===== src/verilog/dss_defs.svh =====
// Constants for the display sync and scan command decoder
// Behaviour
// - Code 34h or 3400h, no argument, switches frame sync off, held low.
// - Switch-off while already off changes nothing.
// - Code 35h or 3500h takes one byte; only bit 0 matters.
// - Switch-on enables sync; select 0 vertical blanking, 1 adds horizontal.
// - In sleep-in with sync enabled, the output is held low.
// - Code 36h or 3600h byte sets eight scan and colour order bits.
// - Code 38h or 3800h, no argument, requests leaving idle state.
// - After idle exit the panel shows full colour depth again.
// - Idle exit while already outside idle changes nothing.
// - Reset sets both partial rows to zero; the end row takes the last line one cycle later.
`ifndef DSS_DEFS_SVH
`define DSS_DEFS_SVH
`define DSS_CMD_SYNC_OFF 16'h3400
`define DSS_CMD_SYNC_ON 16'h3500
`define DSS_CMD_ACCESS 16'h3600
`define DSS_CMD_IDLE_EXIT 16'h3800
`define DSS_CMD_IDLE_ENTER 16'h3900
`define DSS_CMD_SHORT_MASK 16'h00ff
`define DSS_BLANK_SEL_BIT 0
`define DSS_RES_864 8'h70
`define DSS_RES_854 8'h6b
`define DSS_RES_800 8'h50
`define DSS_RES_720 8'h28
`define DSS_LAST_864 16'h035f
`define DSS_LAST_854 16'h0355
`define DSS_LAST_800 16'h031f
`define DSS_LAST_720 16'h02cf
`define DSS_LAST_640 16'h027f
`define DSS_ACCESS_RESET 8'h00
`define DSS_ROW_ZERO 16'h0000
`endif


===== src/verilog/dss_pkg.sv =====
// Types for the display sync and scan command decoder
package dss_pkg;
    typedef struct packed {
        logic row_addr_order;
        logic col_addr_order;
        logic row_col_swap;
        logic vert_refresh_order;
        logic bgr_order;
        logic horiz_refresh_order;
        logic flip_horizontal;
        logic flip_vertical;
    } dss_access_s;
    typedef struct packed {
        logic [15:0] code;
        logic [7:0] param;
        logic has_param;
    } dss_cmd_s;
endpackage


===== src/verilog/dss_sync_gen.sv =====
// Frame sync waveform generator from line and frame timing
`include "dss_defs.svh"
module dss_sync_gen (
    // Clock and reset
    input wire logic clk,
    input wire logic rst_n,
    // Control
    input wire logic sync_enable,
    input wire logic blank_both,
    input wire logic sleep_in,
    input wire logic vert_refresh_order,
    // Panel timing
    input wire logic vblank,
    input wire logic hblank,
    input wire logic frame_start,
    // Output
    output logic frame_sync_out
);
    logic order_latched_reg;
    logic level_next;

    // Order change only takes effect at a frame start to avoid a torn edge
    always_ff @(posedge clk) begin
        if (!rst_n) begin
            order_latched_reg <= 1'b0;
        end else if (frame_start) begin
            order_latched_reg <= vert_refresh_order;
        end
    end

    always_comb begin
        level_next = vblank ^ order_latched_reg;
        if (blank_both) begin
            level_next = level_next | hblank;
        end
        if (!sync_enable || sleep_in) begin
            level_next = 1'b0;
        end
    end

    always_ff @(posedge clk) begin
        if (!rst_n) begin
            frame_sync_out <= 1'b0;
        end else begin
            frame_sync_out <= level_next;
        end
    end
endmodule


===== src/verilog/dss_cmd_decoder.sv =====
// Command decoder for frame sync, access control and idle exit
`include "dss_defs.svh"
module dss_cmd_decoder (
    // Clock and reset
    input wire logic clk,
    input wire logic rst_n,
    // Command port from the host interface logic
    input wire logic cmd_valid,
    input wire dss_pkg::dss_cmd_s cmd,
    input wire logic packet_if,
    // Display state
    input wire logic sleep_in,
    input wire logic [7:0] resolution_code,
    input wire logic partial_load,
    input wire logic [15:0] partial_start_in,
    input wire logic [15:0] partial_end_in,
    // Panel timing, from pins
    input wire logic vblank_pin,
    input wire logic hblank_pin,
    input wire logic frame_start_pin,
    // Status
    output logic sync_enabled,
    output logic blank_both,
    output logic idle_mode,
    output dss_pkg::dss_access_s access_cfg,
    output logic [15:0] partial_start_row,
    output logic [15:0] partial_end_row,
    output logic frame_sync_out
);
    logic [2:0] pin_meta_reg;
    logic [2:0] pin_sync_reg;
    logic [2:0] frame_prev_reg;
    logic [15:0] code;
    logic hit_off;
    logic hit_on;
    logic hit_access;
    logic hit_idle_exit;
    logic hit_idle_enter;
    logic [15:0] last_line;
    logic rows_cleared;
    logic sync_enabled_reg;
    logic sync_enabled_next;
    logic blank_both_reg;
    logic blank_both_next;
    logic idle_mode_reg;
    logic idle_mode_next;
    dss_pkg::dss_access_s access_cfg_reg;
    dss_pkg::dss_access_s access_cfg_next;
    logic [15:0] partial_start_row_reg;
    logic [15:0] partial_start_row_next;
    logic [15:0] partial_end_row_reg;
    logic [15:0] partial_end_row_next;

    // Pins cross into the clock domain through two flops
    always_ff @(posedge clk) begin
        if (!rst_n) begin
            pin_meta_reg <= 3'h0;
            pin_sync_reg <= 3'h0;
        end else begin
            pin_meta_reg <= {frame_start_pin, hblank_pin, vblank_pin};
            pin_sync_reg <= pin_meta_reg;
        end
    end

    always_ff @(posedge clk) begin
        if (!rst_n) begin
            frame_prev_reg <= 3'h0;
        end else begin
            frame_prev_reg <= pin_sync_reg;
        end
    end

    // Packet links send the short code in the low byte
    always_comb begin
        code = cmd.code;
        if (packet_if) begin
            code = {cmd.code[7:0], 8'h00};
        end
    end

    // Commands compare in the long form; unknown codes fall through
    always_comb begin
        hit_off = 1'h0;
        hit_on = 1'h0;
        hit_access = 1'h0;
        hit_idle_exit = 1'h0;
        hit_idle_enter = 1'h0;
        // No state gating: every command is accepted in every mode
        if (cmd_valid) begin
            case (code)
                `DSS_CMD_SYNC_OFF: begin
                    hit_off = 1'h1;
                end
                `DSS_CMD_SYNC_ON: begin
                    hit_on = cmd.has_param;
                end
                `DSS_CMD_ACCESS: begin
                    hit_access = cmd.has_param;
                end
                `DSS_CMD_IDLE_EXIT: begin
                    hit_idle_exit = 1'h1;
                end
                `DSS_CMD_IDLE_ENTER: begin
                    hit_idle_enter = 1'h1;
                end
                default: begin
                    // Unknown codes leave every setting alone
                end
            endcase
        end
    end

    // Switch-off keeps the blanking mode; the next switch-on loads it again from bit 0
    always_comb begin
        sync_enabled_next = sync_enabled_reg;
        if (hit_off) begin
            sync_enabled_next = 1'h0;
        end else if (hit_on) begin
            sync_enabled_next = 1'h1;
        end
    end

    always_ff @(posedge clk) begin
        if (!rst_n) begin
            sync_enabled_reg <= 1'h0;
        end else begin
            sync_enabled_reg <= sync_enabled_next;
        end
    end

    // Only bit 0 of the byte matters; the rest is ignored
    always_comb begin
        blank_both_next = blank_both_reg;
        if (hit_on) begin
            blank_both_next = cmd.param[`DSS_BLANK_SEL_BIT];
        end
    end

    always_ff @(posedge clk) begin
        if (!rst_n) begin
            blank_both_reg <= 1'h0;
        end else begin
            blank_both_reg <= blank_both_next;
        end
    end

    always_comb begin
        access_cfg_next = access_cfg_reg;
        if (hit_access) begin
            access_cfg_next = cmd.param;
        end
    end

    always_ff @(posedge clk) begin
        if (!rst_n) begin
            access_cfg_reg <= `DSS_ACCESS_RESET;
        end else begin
            access_cfg_reg <= access_cfg_next;
        end
    end

    // Clearing an already clear flag is harmless, so no extra check
    always_comb begin
        idle_mode_next = idle_mode_reg;
        if (hit_idle_exit) begin
            idle_mode_next = 1'h0;
        end else if (hit_idle_enter) begin
            idle_mode_next = 1'h1;
        end
    end

    always_ff @(posedge clk) begin
        if (!rst_n) begin
            idle_mode_reg <= 1'h0;
        end else begin
            idle_mode_reg <= idle_mode_next;
        end
    end

    always_comb begin
        unique case (resolution_code)
            `DSS_RES_864: last_line = `DSS_LAST_864;
            `DSS_RES_854: last_line = `DSS_LAST_854;
            `DSS_RES_800: last_line = `DSS_LAST_800;
            `DSS_RES_720: last_line = `DSS_LAST_720;
            default: last_line = `DSS_LAST_640;
        endcase
    end

    // Both rows at zero stand for the default area
    assign rows_cleared = partial_start_row_reg == `DSS_ROW_ZERO
        && partial_end_row_reg == `DSS_ROW_ZERO;

    // Range is the host's duty; values are stored as given
    always_comb begin
        partial_start_row_next = partial_start_row_reg;
        if (partial_load) begin
            partial_start_row_next = partial_start_in;
        end
    end

    // A cleared area, after reset or by the host, takes the last line
    always_comb begin
        partial_end_row_next = partial_end_row_reg;
        if (partial_load) begin
            partial_end_row_next = partial_end_in;
        end else if (rows_cleared) begin
            partial_end_row_next = last_line;
        end
    end

    always_ff @(posedge clk) begin
        if (!rst_n) begin
            partial_start_row_reg <= `DSS_ROW_ZERO;
            partial_end_row_reg <= `DSS_ROW_ZERO;
        end else begin
            partial_start_row_reg <= partial_start_row_next;
            partial_end_row_reg <= partial_end_row_next;
        end
    end

    // Status outputs come straight from their flops
    assign sync_enabled = sync_enabled_reg;
    assign blank_both = blank_both_reg;
    assign idle_mode = idle_mode_reg;
    assign access_cfg = access_cfg_reg;
    assign partial_start_row = partial_start_row_reg;
    assign partial_end_row = partial_end_row_reg;

    dss_sync_gen u_sync (
        .clk(clk),
        .rst_n(rst_n),
        .sync_enable(sync_enabled),
        .blank_both(blank_both),
        .sleep_in(sleep_in),
        .vert_refresh_order(access_cfg.vert_refresh_order),
        .vblank(frame_prev_reg[0]),
        .hblank(frame_prev_reg[1]),
        .frame_start(frame_prev_reg[2]),
        .frame_sync_out(frame_sync_out)
    );
endmodule


===== config.mk =====
export PLATFORM = sky130hd
export DESIGN_NAME = dss_cmd_decoder
export DESIGN_NICKNAME = d
export VERILOG_FILES = /design/src/verilog/dss_pkg.sv /design/src/verilog/dss_sync_gen.sv /design/src/verilog/dss_cmd_decoder.sv
export VERILOG_INCLUDE_DIRS = /design/src /design/src/verilog
export SDC_FILE = /design/constraint.sdc
export NUM_CORES = 1
export LEC_CHECK = 0
export BUFFER_PORTS_ARGS = -buffer_cell sky130_fd_sc_hd__buf_2
export CORE_ASPECT_RATIO = 0.75
export CORE_MARGIN = 3
export CORE_UTILIZATION = 50
export CTS_BUF_LIST = sky130_fd_sc_hd__clkbuf_8
export DETAILED_ROUTE_END_ITERATION = 6
export MAX_ROUTING_LAYER = met4
export PLACE_DENSITY = 0.87
export SETUP_SLACK_MARGIN = 0.3
export SKIP_CTS_REPAIR_TIMING = 1
export SLEW_MARGIN = 40
export SYNTH_ARGS = -nofsm -noshare
export SYNTH_HDL_FRONTEND = slang
export SYNTH_SLANG_ARGS = --single-unit

===== constraint.sdc =====
create_clock -name clk -period 3.4 [get_ports clk]
set_input_delay 0.17 -clock clk [delete_from_list [all_inputs] [get_ports clk]]
set_output_delay 0.17 -clock clk [all_outputs]
set_load 0.03 [all_outputs]

== After elaboration in Yosys (flattened, before gate mapping) ==
Cells that the tools add are included.

* Flip-flop bits (word level): 54
* Bits of input ports: 74
* Output and inout port bits: 44

* Equality and inequality tests: 9
* Mux-type cells: 15
* Bitwise operators: 3
* Reduce and logical (&&, ||, !) cells: 9

{| class="wikitable"
|+ Operators with widths
! cell !! number
|-
| $eq 16x14->1 const B || 5
|-
| $mux 16 || 3
|-
| $pmux 9 s4 || 1
|-
| $logic_not 16->1 || 2
|-
| $eq 8x7->1 const B || 3
|-
| $mux 1 || 11
|-
| $eq 8x6->1 const B || 1
|-
| $reduce_or 2->1 || 3
|-
| $reduce_bool 2->1 || 1
|-
| $logic_and 1x1->1 || 1
|-
| $logic_not 1->1 || 1
|-
| $logic_or 1x1->1 || 1
|-
| $not 1->1 || 1
|-
| $or 1x1->1 || 1
|-
| $xor 1x1->1 || 1
|}

== Logic depth before layout (Yosys ltp) ==
* Word-level depth: 5
* Depth in mapped cells: 5
* Mapped depth without buffers: 4

== Cells and area by module ==
From an unflattened synthesis, not the netlist that was laid out.

* Cell total of the unflattened synthesis: 240
* Area total of the unflattened synthesis: 2,298.5 µm²

{| class="wikitable"
|+ By module, submodules not included
! module !! instances !! cells each !! area an instance (µm²) !! sequential area each (µm²)
|-
| dss_cmd_decoder || 1 || 232 || 2,213.4 || 1,041.0
|-
| dss_sync_gen || 1 || 8 || 85.1 || 40.0
|}

== Least setup slack after synthesis ==
OpenSTA, ideal clock, no wires.

* Path type: reg-to-reg
* Start point: reg partial_end_row_reg[4] (netlist: partial_end_row[4])
* End point: reg partial_end_row_reg[1] (netlist: partial_end_row[1])
* Library setup time: 0.072 ns
* Arrival: 1.525 ns
* Required time: 3.328 ns
* Slack: 1.803 ns
* Cell stages (with the launch flop): 6
* Buffers on the path: 1
* Clock period less this slack: 1.597 ns
* Path through: dfxtp_1 > nor4_1 > and4_1 > a21o_1 > clkbuf_1 > mux2i_1

* Word-level cells in the longest chain between the ends: 3

{| class="wikitable"
|+ Ends and longest elaborated chain
! what !! line !! text
|-
| start, declared || dss_cmd_decoder.sv:51 || <nowiki>logic [15:0] partial_end_row_reg;</nowiki>
|-
| start signal, assigned || dss_cmd_decoder.sv:215 || <nowiki>partial_end_row_reg <= `DSS_ROW_ZERO;</nowiki>
|-
| start signal, assigned || dss_cmd_decoder.sv:218 || <nowiki>partial_end_row_reg <= partial_end_row_next;</nowiki>
|-
| $logic_not 16->1 (no line) || - ||
|-
| $logic_and 1x1->1 (no line) || - ||
|-
| $reduce_bool 2->1 (no line) || - ||
|}

Every way passes these cells.
A chain may end at the register's enable or synchronous reset.

== Worst setup path in the final report ==
* Start point: reg partial_start_row_reg[14] (netlist: partial_start_row[14])
* End point: reg partial_end_row_reg[1] (netlist: partial_end_row[1])

* Word-level cells in the longest chain between the ends: 3

{| class="wikitable"
|+ Ends and longest elaborated chain
! what !! line !! text
|-
| start, declared || dss_cmd_decoder.sv:49 || <nowiki>logic [15:0] partial_start_row_reg;</nowiki>
|-
| start signal, assigned || dss_cmd_decoder.sv:214 || <nowiki>partial_start_row_reg <= `DSS_ROW_ZERO;</nowiki>
|-
| start signal, assigned || dss_cmd_decoder.sv:217 || <nowiki>partial_start_row_reg <= partial_start_row_next;</nowiki>
|-
| $logic_not 16->1 (no line) || - ||
|-
| $logic_and 1x1->1 (no line) || - ||
|-
| $reduce_bool 2->1 (no line) || - ||
|}

Every way passes these cells.

==> impl_metrics.xml <==
<?xml version="1.0" encoding="UTF-8"?>
<metrics>
  <group name="sta">
    <metric name="timing.final.ws_setup" unit="ns">1.74</metric>
    <metric name="period_minus_slack" unit="ns">1.66</metric>
    <metric name="finalMaxSlewViolations" unit="">0</metric>
    <metric name="max-slew-margin-rel" unit="%">50.2</metric>
    <metric name="fin_worst_skew" unit="ns">0.00156</metric>
    <metric name="grt_setup_unrepaired" unit="">false</metric>
    <metric name="worst_margin_slew" unit="ns">0.747</metric>
    <metric name="fin_tns_setup" unit="ns">0</metric>
    <metric name="final_min_period_over_clock_period" unit="%">49.0</metric>
    <metric name="finalSetupViolations" unit="">0</metric>
    <metric name="fmaxAchievable" unit="GHz">0.601</metric>
    <metric name="hold_violations" unit="">0</metric>
  </group>
  <group name="clock_network">
    <metric name="tritoncts" unit="">done</metric>
    <metric name="cts_inserted_buffers" unit="">5</metric>
    <metric name="worstSkewPairLatency" unit="ns">0.30</metric>
    <metric name="cts_max_path_bufs" unit="">2</metric>
    <metric name="cts.root.buffer_cell" unit="">clkbuf_8</metric>
    <metric name="htree_levels" unit="">2</metric>
    <metric name="cts.sinks" unit="">54</metric>
    <metric name="clk_transition_reported_paths" unit="ns">0.09</metric>
  </group>
  <group name="finish">
    <metric name="utilization" unit="%">71.3</metric>
    <metric name="antenna-diode-count" unit="">0</metric>
    <metric name="synthToLayoutAreaGrowth" unit="%">30.2</metric>
    <metric name="nets" unit="">430</metric>
    <metric name="final_layout_size_suffix_gt1_share" unit="%">37.0</metric>
    <metric name="final.fill_count" unit="">344</metric>
  </group>
  <group name="synthesis">
    <metric name="synth.yosys.warnings" unit="">0</metric>
    <metric name="synthesis.instances" unit="">244</metric>
    <metric name="leading_area_contributor_after_synthesis" unit="">dfxtp_1</metric>
    <metric name="syn-num-nets" unit="">318</metric>
    <metric name="synth_cell_count_leaders" unit="">dfxtp_1 (54), mux2i_1 (37), nor2_1 (30)</metric>
    <metric name="synth_top_cells_by_area" unit="">dfxtp_1 (46%), mux2i_1 (16%), nor2_1 (4.8%), nand2_1 (4.0%), and2_1 (2.7%)</metric>
    <metric name="synth_seq_area_share" unit="%">46.4</metric>
    <metric name="synthesis.area_per_instance" unit="sq um">9.55</metric>
    <metric name="netlist-cell-type-count" unit="">42</metric>
    <metric name="synth-main-ff-cell" unit="">dfxtp_1</metric>
    <metric name="synth_top_area_share" unit="%">46.4</metric>
    <metric name="yosysMostFrequentCell" unit="">dfxtp_1</metric>
    <metric name="synth-seq-cells" unit="">54</metric>
    <metric name="ys_async_sr_fraction" unit="%">0</metric>
    <metric name="number_of_synthesized_flops_with_an_enable_pin" unit="">0</metric>
    <metric name="post_synth_instance_area" unit="sq mm">0.00233</metric>
  </group>
  <group name="setup_path">
    <metric name="r2r_setup_slk" unit="ns">1.74</metric>
    <metric name="arrival" unit="ns">1.89</metric>
    <metric name="criticalPathCategory" unit="">flop to flop</metric>
    <metric name="worstRegToRegCells" unit="">4</metric>
    <metric name="setup.worst_path.end_class" unit="">flop</metric>
    <metric name="crit_start" unit="">partial_start_row[14]$_SDFFE_PN0P_</metric>
    <metric name="worstSetupStartpointType" unit="">flop</metric>
    <metric name="critical_path.reg2reg.endpoint" unit="">partial_end_row[1]$_SDFFE_PN0P_</metric>
    <metric name="rr_startpoint" unit="">partial_start_row[14]$_SDFFE_PN0P_</metric>
    <metric name="endpoint" unit="">partial_end_row[1]$_SDFFE_PN0P_</metric>
    <metric name="timing.critical_path.required" unit="ns">3.63</metric>
    <metric name="cp_max_fo" unit="">5</metric>
  </group>
  <group name="flow_run">
    <metric name="max_cap_viol_count" unit="">0</metric>
  </group>
  <group name="floorplanning">
    <metric name="placement_rows" unit="">20</metric>
    <metric name="floorplan.initialDensity" unit="%">54.8</metric>
    <metric name="io_pins" unit="">118</metric>
    <metric name="die_area" unit="sq mm">0.00553</metric>
    <metric name="chipHeight" unit="um">65.1</metric>
    <metric name="die_width" unit="um">84.8</metric>
    <metric name="design.core.area" unit="sq mm">0.00425</metric>
  </group>
  <group name="power_and_ir_drop">
    <metric name="sequential_power_share" unit="%">54.1</metric>
    <metric name="power.share.clock" unit="%">28.3</metric>
    <metric name="cellLeakagePower" unit="nW">1.48</metric>
    <metric name="power.internal" unit="uW">911</metric>
    <metric name="peakVddDrop" unit="mV">0.258</metric>
    <metric name="relative_contribution_of_combinational_cells_to_total_power" unit="%">17.6</metric>
    <metric name="powerDensity" unit="mW/mm^2">414</metric>
    <metric name="switching_power" unit="uW">346</metric>
    <metric name="swShare" unit="%">27.5</metric>
  </group>
  <group name="outcome">
    <metric name="outcome" unit="">completed</metric>
  </group>
  <group name="global_routing">
    <metric name="grt_usage" unit="%">21.3</metric>
    <metric name="gr-total-overflow" unit="">0</metric>
    <metric name="antenna_found_initial" unit="">0</metric>
    <metric name="via_count_of_the_first_global_routing_pass" unit="">2024</metric>
    <metric name="grt_first_pass_wirelength" unit="um">9210</metric>
    <metric name="pin_count_of_the_biggest_net_entering_global_routing" unit="">37</metric>
  </group>
  <group name="detailed_routing">
    <metric name="detail_route.vias_per_cell" unit="">5.33</metric>
    <metric name="drtAntennaViolNets" unit="">0</metric>
    <metric name="finalWirelength" unit="um">5750</metric>
    <metric name="post_drt_wl_per_cell" unit="um">14.0</metric>
    <metric name="routed-via-count" unit="">2195</metric>
    <metric name="detail_route.drc_violations" unit="">0</metric>
    <metric name="detailedRoute.firstPassIterationCount" unit="">4</metric>
    <metric name="detailedRoute.firstIterationViolations" unit="">160</metric>
  </group>
  <group name="placed_design">
    <metric name="dpl_worst_slack" unit="ns">1.49</metric>
    <metric name="gp_routability_congestion" unit="">0.769</metric>
    <metric name="io_buffers" unit="">117</metric>
    <metric name="detailedPlacementHpwl" unit="um">4610</metric>
  </group>
  <group name="worst_hold_path">
    <metric name="min-delay-path-class" unit="">primary input to flop</metric>
  </group>
</metrics>
## how the worst min path moves through the flow
stage	start	endpoint	slack, ns	depth (start not counted)
CTS	sleep_in	u_sync.frame_sync_out$_SDFF_PP0_	0.02	2
global placement	sleep_in	u_sync.frame_sync_out$_SDFF_PP0_	0.34	2
finish	sleep_in	u_sync.frame_sync_out$_SDFF_PP0_	0.02	2
detailed placement	sleep_in	u_sync.frame_sync_out$_SDFF_PP0_	0.34	2
global route	sleep_in	u_sync.frame_sync_out$_SDFF_PP0_	0.04	2
floorplan	sleep_in	u_sync.frame_sync_out$_SDFF_PP0_	0.25	1
## worst max-delay path, stage by stage (launching register included)
cell and delay, ns:
dfxtp_1 0.33, nor4_1 0.44, and4_1 0.32, a21o_1 0.28
mux2i_1 0.23
## layout by cell type, fill, tap and decap left out, types with 2 or more instances in the layout
master	n
a21oi_1	3
and4_1	3
mux2i_1	37
nand4b_1	4
nand2_1	25
a211oi_1	3
inv_1	8
nor3_1	3
nand2b_1	3
dfxtp_1	54
buf_4	2
a221oi_1	5
clkbuf_8	6
a2111oi_0	2
nor4b_1	2
nand4_1	2
nor4_1	10
and2_1	10
buf_2	117
a31oi_1	2
nor2_1	30
nand3_1	5
## layer usage
| metal | up-vias | part of all wire, % | global-route usage (%) |
|---|---|---|---|
| met4 | 0 | 2.5 | 8.10 |
| met2 | 94 | 46 | 33.8 |
| met5 | - | 0 | - |
| met1 | 985 | 42 | 26.6 |
| li1 | 1097 | - | - |
| met3 | 19 | 9.0 | 5.01 |
## area by class of cell
cell class / instances / area (sq um) / share of cell area [%]
sequential: 54 / 1080 / 35.6
clock inverter: 2 / 8.76 / 0.289
clock buffer: 6 / 82.6 / 2.72
timing repair buffer: 119 / 601 / 19.8
inverter: 8 / 30.0 / 0.990
multi-input combinational: 168 / 1160 / 38.3
tap: 55 / 68.8 / 2.27
## cells by family after synthesis
family	after synthesis	share of synthesized area [%]
and+or+nand+nor	105	24.4
DFF	54	46.4
muxes	38	16.4
AOI/OAI and AO/OA	24	8.75
buffers and inverters	22	3.76
xor gates and xnor gates	1	0.376
## power groups by stage
stage / clock network (mW) / logic (mW) / registers, mW
3_5_place_dp: 0 / 0.221 / 0.695
4_1_cts: 0.363 / 0.222 / 0.680
5_1_grt: 0.393 / 0.241 / 0.684
3_3_place_gp: 0 / 0.216 / 0.693
2_1_floorplan: 0 / 0.0859 / 0.739
6_report: 0.355 / 0.221 / 0.680
## through the flow
stage               total power, mW  std cells  hold slack, ns  area, sq um
detailed placement            0.916        404           0.344         2940
global route                   1.32        412          0.0363         3030
finish                         1.26        412          0.0235         3030
floorplan                     0.825        244           0.247         2330
global placement              0.909        404           0.341         2940
CTS                            1.26        412          0.0163         3030
Note: power is estimated with default switching activity, not from simulation.
